File: config.mk
export PLATFORM = sky130hd
export DESIGN_NAME = ifd_decoder
export DESIGN_NICKNAME = d
export VERILOG_FILES = /design/src/ifd_decoder.v /design/src/ifd_field_extract.v /design/src/ifd_disp_extend.v
export VERILOG_INCLUDE_DIRS = /design/src
export SDC_FILE = /design/constraint.sdc
export NUM_CORES = 1
export LEC_CHECK = 0
export ABC_AREA = 1
export ABC_CLOCK_PERIOD_IN_PS = 6800
export BUFFER_PORTS_ARGS = -buffer_cell sky130_fd_sc_hd__buf_2
export CAP_MARGIN = 10
export CORE_MARGIN = 1
export CORE_UTILIZATION = 54
export DETAILED_ROUTE_END_ITERATION = 10
export HOLD_SLACK_MARGIN = 0.08
export PLACE_DENSITY = 0.86
export SLEW_MARGIN = 20
export SYNTH_ARGS = -nofsm -noshare
export SYNTH_HDL_FRONTEND = slang
export SYNTH_SLANG_ARGS = --single-unit
File: constraint.sdc
create_clock -name clk_sys -period 6.8 [get_ports clk_sys]
set_input_delay 1.02 -clock clk_sys [delete_from_list [all_inputs] [get_ports clk_sys]]
set_output_delay 1.02 -clock clk_sys [all_outputs]
set_load 0.1 [all_outputs]
File: src/ifd_defines.vh
`ifndef IFD_DEFINES_VH
`define IFD_DEFINES_VH

// instruction word span
`define IFD_WORD_MSB 15
`define IFD_WORD_LSB 0

// field positions
`define IFD_OP_MSB 15
`define IFD_OP_LSB 12
`define IFD_DST_MSB 11
`define IFD_DST_LSB 8
`define IFD_SRC_MSB 7
`define IFD_SRC_LSB 4
`define IFD_LOW_MSB 3
`define IFD_LOW_LSB 0

// layout codes
`define IFD_FMT_ZERO 4'h0
`define IFD_FMT_N 4'h1
`define IFD_FMT_M 4'h2
`define IFD_FMT_NM 4'h3
`define IFD_FMT_MD 4'h4
`define IFD_FMT_ND4 4'h5
`define IFD_FMT_NMD 4'h6
`define IFD_FMT_D 4'h7
`define IFD_FMT_D12 4'h8
`define IFD_FMT_ND8 4'h9
`define IFD_FMT_I 4'hA
`define IFD_FMT_NI 4'hB
`define IFD_FMT_BAD 4'hF

// operand addressing codes
`define IFD_MODE_NONE 4'h0
`define IFD_MODE_REG 4'h1
`define IFD_MODE_IND 4'h2
`define IFD_MODE_POSTINC 4'h3
`define IFD_MODE_PREDEC 4'h4
`define IFD_MODE_REG_DISP 4'h5
`define IFD_MODE_IDX_R0 4'h6
`define IFD_MODE_GBR_DISP 4'h7
`define IFD_MODE_IDX_GBR 4'h8
`define IFD_MODE_PC_DISP 4'h9
`define IFD_MODE_PC_REL 4'hA
`define IFD_MODE_PC_PLUS_REG 4'hB
`define IFD_MODE_IMM 4'hC
`define IFD_MODE_CTRL_SYS 4'hD
`define IFD_MODE_MAC_ACC 4'hE
`define IFD_MODE_R0 4'hF

// extension kinds of the constant field
`define IFD_EXT_NONE 3'h0
`define IFD_EXT_Z4 3'h1
`define IFD_EXT_Z8 3'h2
`define IFD_EXT_S8 3'h3
`define IFD_EXT_S12 3'h4

// operand sizes, also the left shift of the scaled constant
`define IFD_SIZE_BYTE 2'h0
`define IFD_SIZE_WORD 2'h1
`define IFD_SIZE_LONG 2'h2

`define IFD_INDEX_ZERO 4'h0

`endif

File: src/ifd_decoder.v
`timescale 1ns/10ps
`include "ifd_defines.vh"

// Overview of operation
// - every instruction is one 16-bit word; opcode bits select operand meaning.
// - fields are opcode, source, destination, immediate and displacement; immediate and displacement share the register field bits.
// - long branch: top nibble opcode, twelve bits PC-relative displacement.
// - 8-bit displacement layout: base-pointer-relative source or destination, other is index zero.
// - same layout also gives PC-relative load of index zero and PC-relative branch.
// - multiply-accumulate: both fields post-increment sources, result to accumulator pair.
// - single-source layout: branch to PC plus source register.
// - single-source layout: jump through source register, no destination.
// - two-register layout: destination address is destination plus index zero.
// - two-register layout: destination indirect, source register direct data.
// - single-register layouts allow control/system register as other operand, with pre-decrement/post-increment.
// - register and base-pointer displacements zero-extend, then scale by 1, 2 or 4.
// - PC-relative branch displacements of 8 or 12 bits sign-extend and double.
// - trap immediate zero-extends times four; test zero-extends; move/add/compare sign-extend.

module ifd_decoder (
  input wire clk_sys,
  input wire rst_n,
  input wire instr_valid,
  input wire [15:0] instr_word,
  output reg [3:0] dec_format,
  output reg [3:0] dec_src_mode,
  output reg [3:0] dec_dst_mode,
  output wire [3:0] source_reg_field,
  output wire [3:0] destination_reg_field,
  output wire [31:0] dec_const,
  output reg [1:0] dec_size,
  output reg dec_illegal,
  output reg dec_valid_reg,
  output reg [3:0] dec_format_reg,
  output reg [3:0] dec_src_mode_reg,
  output reg [3:0] dec_dst_mode_reg,
  output reg [3:0] dec_src_idx_reg,
  output reg [3:0] dec_dst_idx_reg,
  output reg [31:0] dec_const_reg,
  output reg [1:0] dec_size_reg,
  output reg dec_illegal_reg
);

  reg [2:0] ext_kind;
  reg [1:0] scale_shift;

  wire [3:0] op_nib;
  wire [3:0] n_nib;
  wire [3:0] m_nib;
  wire [3:0] low_nib;

  assign op_nib = instr_word[`IFD_OP_MSB:`IFD_OP_LSB];
  assign n_nib = instr_word[`IFD_DST_MSB:`IFD_DST_LSB];
  assign m_nib = instr_word[`IFD_SRC_MSB:`IFD_SRC_LSB];
  assign low_nib = instr_word[`IFD_LOW_MSB:`IFD_LOW_LSB];

  // size held in the two low bits of a move sub-opcode; 2'h3 reads as long
  function [1:0] size_of;
    input [1:0] code;
    begin
      size_of = (code == 2'h3) ? `IFD_SIZE_LONG : code;
    end
  endfunction

  always @* begin
    dec_format = `IFD_FMT_BAD;
    dec_src_mode = `IFD_MODE_NONE;
    dec_dst_mode = `IFD_MODE_NONE;
    dec_size = `IFD_SIZE_LONG;
    dec_illegal = 1'b0;
    ext_kind = `IFD_EXT_NONE;
    scale_shift = 2'h0;
    case (op_nib)
      4'h0: begin
        case (low_nib)
          4'h4, 4'h5, 4'h6: begin
            dec_format = `IFD_FMT_NM;
            dec_src_mode = `IFD_MODE_REG;
            dec_dst_mode = `IFD_MODE_IDX_R0;
            dec_size = size_of(low_nib[1:0]);
          end
          4'h7: begin
            dec_format = `IFD_FMT_NM;
            dec_src_mode = `IFD_MODE_REG;
            dec_dst_mode = `IFD_MODE_MAC_ACC;
          end
          4'hC, 4'hD, 4'hE: begin
            dec_format = `IFD_FMT_NM;
            dec_src_mode = `IFD_MODE_IDX_R0;
            dec_dst_mode = `IFD_MODE_REG;
            dec_size = size_of(low_nib[1:0]);
          end
          4'hF: begin
            dec_format = `IFD_FMT_NM;
            dec_src_mode = `IFD_MODE_POSTINC;
            dec_dst_mode = `IFD_MODE_MAC_ACC;
          end
          4'h2, 4'hA: begin
            if (m_nib <= 4'h2) begin
              dec_format = `IFD_FMT_N;
              dec_src_mode = `IFD_MODE_CTRL_SYS;
              dec_dst_mode = `IFD_MODE_REG;
            end else begin
              dec_illegal = 1'b1;
            end
          end
          4'h3: begin
            if (m_nib == 4'h0 || m_nib == 4'h2) begin
              dec_format = `IFD_FMT_M;
              dec_src_mode = `IFD_MODE_PC_PLUS_REG;
            end else begin
              dec_illegal = 1'b1;
            end
          end
          4'h9: begin
            if (m_nib == 4'h2) begin
              dec_format = `IFD_FMT_N;
              dec_dst_mode = `IFD_MODE_REG;
            end else if (m_nib <= 4'h1 && n_nib == 4'h0) begin
              dec_format = `IFD_FMT_ZERO;
            end else begin
              dec_illegal = 1'b1;
            end
          end
          4'h8, 4'hB: begin
            if (m_nib <= 4'h2 && n_nib == 4'h0) begin
              dec_format = `IFD_FMT_ZERO;
            end else begin
              dec_illegal = 1'b1;
            end
          end
          default: begin
            dec_illegal = 1'b1;
          end
        endcase
      end
      4'h1: begin
        dec_format = `IFD_FMT_NMD;
        dec_src_mode = `IFD_MODE_REG;
        dec_dst_mode = `IFD_MODE_REG_DISP;
        ext_kind = `IFD_EXT_Z4;
        scale_shift = `IFD_SIZE_LONG;
      end
      4'h2: begin
        dec_format = `IFD_FMT_NM;
        dec_src_mode = `IFD_MODE_REG;
        dec_dst_mode = `IFD_MODE_REG;
        if (low_nib <= 4'h2) begin
          dec_dst_mode = `IFD_MODE_IND;
          dec_size = size_of(low_nib[1:0]);
        end else if (low_nib == 4'h3) begin
          dec_format = `IFD_FMT_BAD;
          dec_src_mode = `IFD_MODE_NONE;
          dec_dst_mode = `IFD_MODE_NONE;
          dec_illegal = 1'b1;
        end else if (low_nib <= 4'h6) begin
          dec_dst_mode = `IFD_MODE_PREDEC;
          dec_size = size_of(low_nib[1:0]);
        end
      end
      4'h3: begin
        dec_format = `IFD_FMT_NM;
        dec_src_mode = `IFD_MODE_REG;
        dec_dst_mode = `IFD_MODE_REG;
      end
      4'h4: begin
        if (low_nib == 4'hF) begin
          dec_format = `IFD_FMT_NM;
          dec_src_mode = `IFD_MODE_POSTINC;
          dec_dst_mode = `IFD_MODE_MAC_ACC;
          dec_size = `IFD_SIZE_WORD;
        end else begin
          case (low_nib)
            4'h2, 4'h3: begin
              dec_format = `IFD_FMT_N;
              dec_src_mode = `IFD_MODE_CTRL_SYS;
              dec_dst_mode = `IFD_MODE_PREDEC;
            end
            4'h6, 4'h7: begin
              dec_format = `IFD_FMT_M;
              dec_src_mode = `IFD_MODE_POSTINC;
              dec_dst_mode = `IFD_MODE_CTRL_SYS;
            end
            4'hA, 4'hE: begin
              dec_format = `IFD_FMT_M;
              dec_src_mode = `IFD_MODE_REG;
              dec_dst_mode = `IFD_MODE_CTRL_SYS;
            end
            4'hB: begin
              if (m_nib == 4'h1) begin
                dec_format = `IFD_FMT_N;
                dec_dst_mode = `IFD_MODE_IND;
                dec_size = `IFD_SIZE_BYTE;
              end else begin
                dec_format = `IFD_FMT_M;
                dec_src_mode = `IFD_MODE_IND;
              end
            end
            default: begin
              dec_format = `IFD_FMT_N;
              dec_dst_mode = `IFD_MODE_REG;
            end
          endcase
        end
      end
      4'h5: begin
        dec_format = `IFD_FMT_NMD;
        dec_src_mode = `IFD_MODE_REG_DISP;
        dec_dst_mode = `IFD_MODE_REG;
        ext_kind = `IFD_EXT_Z4;
        scale_shift = `IFD_SIZE_LONG;
      end
      4'h6: begin
        dec_format = `IFD_FMT_NM;
        dec_src_mode = `IFD_MODE_REG;
        dec_dst_mode = `IFD_MODE_REG;
        if (low_nib <= 4'h2) begin
          dec_src_mode = `IFD_MODE_IND;
          dec_size = size_of(low_nib[1:0]);
        end else if (low_nib >= 4'h4 && low_nib <= 4'h6) begin
          dec_src_mode = `IFD_MODE_POSTINC;
          dec_size = size_of(low_nib[1:0]);
        end
      end
      4'h7, 4'hE: begin
        dec_format = `IFD_FMT_NI;
        dec_src_mode = `IFD_MODE_IMM;
        dec_dst_mode = `IFD_MODE_REG;
        ext_kind = `IFD_EXT_S8;
      end
      4'h8: begin
        case (n_nib)
          4'h0, 4'h1: begin
            dec_format = `IFD_FMT_ND4;
            dec_src_mode = `IFD_MODE_R0;
            dec_dst_mode = `IFD_MODE_REG_DISP;
            dec_size = n_nib[1:0];
            ext_kind = `IFD_EXT_Z4;
            scale_shift = n_nib[1:0];
          end
          4'h4, 4'h5: begin
            dec_format = `IFD_FMT_MD;
            dec_src_mode = `IFD_MODE_REG_DISP;
            dec_dst_mode = `IFD_MODE_R0;
            dec_size = {1'b0, n_nib[0]};
            ext_kind = `IFD_EXT_Z4;
            scale_shift = {1'b0, n_nib[0]};
          end
          4'h8: begin
            dec_format = `IFD_FMT_I;
            dec_src_mode = `IFD_MODE_IMM;
            dec_dst_mode = `IFD_MODE_R0;
            ext_kind = `IFD_EXT_S8;
          end
          4'h9, 4'hB, 4'hD, 4'hF: begin
            dec_format = `IFD_FMT_D;
            dec_dst_mode = `IFD_MODE_PC_REL;
            ext_kind = `IFD_EXT_S8;
            scale_shift = 2'h1;
          end
          default: begin
            dec_illegal = 1'b1;
          end
        endcase
      end
      4'h9, 4'hD: begin
        dec_format = `IFD_FMT_ND8;
        dec_src_mode = `IFD_MODE_PC_DISP;
        dec_dst_mode = `IFD_MODE_REG;
        dec_size = op_nib[2] ? `IFD_SIZE_LONG : `IFD_SIZE_WORD;
        ext_kind = `IFD_EXT_Z8;
        scale_shift = op_nib[2] ? 2'h2 : 2'h1;
      end
      4'hA, 4'hB: begin
        dec_format = `IFD_FMT_D12;
        dec_dst_mode = `IFD_MODE_PC_REL;
        ext_kind = `IFD_EXT_S12;
        scale_shift = 2'h1;
      end
      4'hC: begin
        dec_format = `IFD_FMT_D;
        dec_size = n_nib[1:0];
        if (n_nib <= 4'h2) begin
          dec_src_mode = `IFD_MODE_R0;
          dec_dst_mode = `IFD_MODE_GBR_DISP;
          ext_kind = `IFD_EXT_Z8;
          scale_shift = n_nib[1:0];
        end else if (n_nib == 4'h3) begin
          dec_format = `IFD_FMT_I;
          dec_src_mode = `IFD_MODE_IMM;
          dec_size = `IFD_SIZE_LONG;
          ext_kind = `IFD_EXT_Z8;
          scale_shift = 2'h2;
        end else if (n_nib <= 4'h6) begin
          dec_src_mode = `IFD_MODE_GBR_DISP;
          dec_dst_mode = `IFD_MODE_R0;
          dec_size = size_of(n_nib[1:0] - 2'h0);
          ext_kind = `IFD_EXT_Z8;
          scale_shift = size_of(n_nib[1:0]);
        end else if (n_nib == 4'h7) begin
          dec_src_mode = `IFD_MODE_PC_DISP;
          dec_dst_mode = `IFD_MODE_R0;
          dec_size = `IFD_SIZE_LONG;
          ext_kind = `IFD_EXT_Z8;
          scale_shift = 2'h2;
        end else begin
          // test immediates zero-extend; byte forms act through index plus base pointer
          dec_format = `IFD_FMT_I;
          dec_src_mode = `IFD_MODE_IMM;
          dec_dst_mode = n_nib[2] ? `IFD_MODE_IDX_GBR : `IFD_MODE_R0;
          dec_size = n_nib[2] ? `IFD_SIZE_BYTE : `IFD_SIZE_LONG;
          ext_kind = `IFD_EXT_Z8;
        end
      end
      default: begin
        dec_illegal = 1'b1;
      end
    endcase
  end

  ifd_field_extract u_fields (
    .instr_word(instr_word),
    .fmt(dec_format),
    .destination_reg_field(destination_reg_field),
    .source_reg_field(source_reg_field)
  );

  ifd_disp_extend u_extend (
    .instr_word(instr_word),
    .ext_kind(ext_kind),
    .scale_shift(scale_shift),
    .const_value(dec_const)
  );

  // registered copy for the next pipeline stage; same-cycle results stay above
  always @(posedge clk_sys or negedge rst_n) begin
    if (!rst_n) begin
      dec_valid_reg <= 1'b0;
      dec_format_reg <= `IFD_FMT_ZERO;
      dec_src_mode_reg <= `IFD_MODE_NONE;
      dec_dst_mode_reg <= `IFD_MODE_NONE;
      dec_src_idx_reg <= `IFD_INDEX_ZERO;
      dec_dst_idx_reg <= `IFD_INDEX_ZERO;
      dec_const_reg <= 32'h00000000;
      dec_size_reg <= `IFD_SIZE_BYTE;
      dec_illegal_reg <= 1'b0;
    end else begin
      dec_valid_reg <= instr_valid;
      if (instr_valid) begin
        dec_format_reg <= dec_format;
        dec_src_mode_reg <= dec_src_mode;
        dec_dst_mode_reg <= dec_dst_mode;
        dec_src_idx_reg <= source_reg_field;
        dec_dst_idx_reg <= destination_reg_field;
        dec_const_reg <= dec_const;
        dec_size_reg <= dec_size;
        dec_illegal_reg <= dec_illegal;
      end
    end
  end

endmodule

File: src/ifd_field_extract.v
`timescale 1ns/10ps
`include "ifd_defines.vh"

module ifd_field_extract (
  input wire [15:0] instr_word,
  input wire [3:0] fmt,
  output reg [3:0] destination_reg_field,
  output reg [3:0] source_reg_field
);

  wire [3:0] hi_field;
  wire [3:0] mid_field;

  assign hi_field = instr_word[`IFD_DST_MSB:`IFD_DST_LSB];
  assign mid_field = instr_word[`IFD_SRC_MSB:`IFD_SRC_LSB];

  // operands that are implicitly the index register read as index zero
  always @* begin
    destination_reg_field = `IFD_INDEX_ZERO;
    source_reg_field = `IFD_INDEX_ZERO;
    case (fmt)
      `IFD_FMT_N, `IFD_FMT_ND8, `IFD_FMT_NI: begin
        destination_reg_field = hi_field;
      end
      // single-source layout keeps its field in the upper register slot
      `IFD_FMT_M: begin
        source_reg_field = hi_field;
      end
      `IFD_FMT_NM, `IFD_FMT_NMD: begin
        destination_reg_field = hi_field;
        source_reg_field = mid_field;
      end
      `IFD_FMT_MD: begin
        source_reg_field = mid_field;
      end
      `IFD_FMT_ND4: begin
        destination_reg_field = mid_field;
      end
      default: begin
        destination_reg_field = `IFD_INDEX_ZERO;
        source_reg_field = `IFD_INDEX_ZERO;
      end
    endcase
  end

endmodule

File: src/ifd_disp_extend.v
`timescale 1ns/10ps
`include "ifd_defines.vh"

module ifd_disp_extend (
  input wire [15:0] instr_word,
  input wire [2:0] ext_kind,
  input wire [1:0] scale_shift,
  output wire [31:0] const_value
);

  function [31:0] extend_field;
    input [11:0] raw;
    input [2:0] kind;
    begin
      case (kind)
        `IFD_EXT_Z4: extend_field = {28'h0000000, raw[3:0]};
        `IFD_EXT_Z8: extend_field = {24'h000000, raw[7:0]};
        `IFD_EXT_S8: extend_field = {{24{raw[7]}}, raw[7:0]};
        `IFD_EXT_S12: extend_field = {{20{raw[11]}}, raw[11:0]};
        default: extend_field = 32'h00000000;
      endcase
    end
  endfunction

  wire [31:0] extended;

  assign extended = extend_field(instr_word[11:0], ext_kind);
  // scaling by 1, 2 or 4 is a left shift; the top bits drop on purpose
  assign const_value = extended << scale_shift;

endmodule

==> run metrics <==
post-cts sizing count=0; crit path max fanout=8; RSZ-0062 raised after global routing=no; pin count of the biggest net entering global routing=41; fin crit period=4100 ps; Synth Flop Type=dfrtp_1; number of port buffers=129; area added between synthesis and finish=16.5%; Slew Limit Fails=0; Worst-Skew Late Latency=290 ps; internal power=458 uW; number of cell rows=28; post-CTS setup buffer count=0; Tcrit/Tclk final=0.603; Max-Cap Viols=0; antenna cells=0; Worst Path Arrival=3080 ps; DR vias=3855; Core ar.=0.00589 mm2; Post-synth top cells=200 x nand2_1, 52 x nor2_1, 39 x dfrtp_1; status=finished, final reports clean; setup TNS=0 ps; CTS tree=built; via density per instance=5.59; chip height=79.9 um; Post-synth EDFFs=0; static leakage=0.00232 uW; WL per Instance=15.1 um; vias in the first global route=3429; initial antenna violation count=0; Mean Syn Cell Area=6.26 um2; share of cells above drive strength 1=0.302; Sequential Power Share=0.231; final design utilization=0.649; die area=0.00639 mm2; Clock Tree Root=clkbuf_8; multi-input logic area=0.00178 mm2; register bit total from synthesis=39; Final nets=633; Final ANT Viol Nets=0; post-synthesis cell type count=35; top post-synthesis cells by area=dfrtp_1 30%, nand2_1 23%, buf_4 8.5%; IO Pins=130; clock skew=0 ps; synth warn=0; Finish-stage setup viols=0; syn_nets=543; Max H-tree Level=2; mapped cell area=0.00328 mm2; Num CTS Buffers=5; post-synth top area share=0.298; residual DRC count=0; Sw Pwr=723 uW; CP required=5780 ps; Starting Density=0.557; first-pass GRT wire length=16.3 mm; number of fill cells=572; Syn Inst Count=524; final instance area=0.00382 mm2; Pwr per Cell Area=309 mW/mm2; clk slew on worst S/H paths=80 ps; drt pass-1 iters=5; worst-margin pin slew=883 ps; Final GP Congestion=0.976; ys async rst share=1.00; final global-route overflow total=0; post-synth top area cell=dfrtp_1; CP endpoint kind=output port; Clock Path Buffers=2; Post-DP HPWL=8.21 mm; WL final=10.4 mm; die width=79.9 um; Storage cell area=976 um2; Setup crit start kind=input port; cts hold-fix bufs=0; most numerous cell in the Yosys netlist=nand2_1; Global Route Usage Sum=0.331; Final Hold Fails=0; max reg flops=15; Slew HR=0.411; peak supply drop=246 uV; Sw Share=0.612; Clock Sinks=39; WHS=476 ps; Worst Hold Class=flop to flop; Peak Freq=244 MHz; First DRT Iteration DRCs=306; Clock power frac=0.166; combinational share of power=0.603; sequential area share after synthesis=0.298; kind of critical path=input port to output port; placed cell areas=0.00371 mm2
logic make-up after synthesis:
| kind of cell | after synthesis | share of synthesized area |
|---|---|---|
| buffers and inverters | 100 | 0.159 |
| and+or+nand+nor | 321 | 0.423 |
| AOI/OAI and AO/OA | 64 | 0.121 |
| DFF | 39 | 0.298 |
metal layers:
layer,share of wire,vias up,GRT usage
met3,0.087,32,0.0411
li1,-,1819,-
met2,0.48,237,0.564
met1,0.40,1767,0.416
met4,0.030,0,0.150
met5,0,-,0
path summary, 6_finish.rpt:
path                                    from                end  slack, ps  cells past startpoint
min                         dec_const_reg[2]   dec_const_reg[2]        480                      2
min in group asynchronous              rst_n    dec_size_reg[1]        830                      1
max                           instr_word[12]       dec_const[5]       2700                     14
max reg2reg                dec_const_reg[30]  dec_const_reg[30]       5990                      2
max in group asynchronous              rst_n  dec_const_reg[13]       5410                      1
min reg2reg                 dec_const_reg[2]   dec_const_reg[2]        480                      2
cell usage in the layout (no fill, tap or decap), drive strengths merged:
| cell type | n |
|---|---|
| nor2 | 62 |
| nand2 | 211 |
| o211ai | 3 |
| inv | 51 |
| clkbuf | 5 |
| a211oi | 2 |
| o32ai | 1 |
| o21a | 1 |
| a21oi | 9 |
| a31oi | 5 |
| a21boi | 2 |
| clkinv | 3 |
| nor4 | 1 |
| o2111ai | 6 |
| o21ai | 34 |
| and2 | 2 |
| dfrtp | 39 |
| nand3 | 28 |
| o211a | 1 |
| bufinv | 1 |
| nor3 | 10 |
| nand4 | 7 |
| buf | 131 |
stage by stage:
step,std cells,setup WS (ps),total power (uW)
finish,690,2700,1180
global route,690,2530,1220
CTS,690,2770,1180
detailed placement,682,2790,987
global placement,682,2810,983
floorplan,524,320,896
power by group through the flow:
stage / logic [uW] / registers (uW) / clock network (uW)
CTS: 711 / 273 / 198
floorplan: 421 / 476 / 0
global route: 740 / 276 / 207
detailed placement: 709 / 278 / 0
finish: 712 / 273 / 196
global placement: 707 / 276 / 0
layout make-up:
cell class,instances,share of cell area
repair buffers,131,0.173
multi-input cells,385,0.466
flip-flops and latches,39,0.255
inverters,52,0.0514
clock buffers,5,0.0180
clock inverters,3,0.0115
well taps,75,0.0246
worst max-delay path, cell delays in order:
cell and delay [ps]:
buf_2 160, nor2_4 190, inv_2 70, nor2_4 160
nand2_2 120, nand2_1 120, nor2_1 60, nand3_2 100
inv_2 50, nor2_1 220, o21ai_1 120, nand2_1 80
and2_1 170, buf_2 440
No activity file was read; power rests on OpenSTA's default activity.
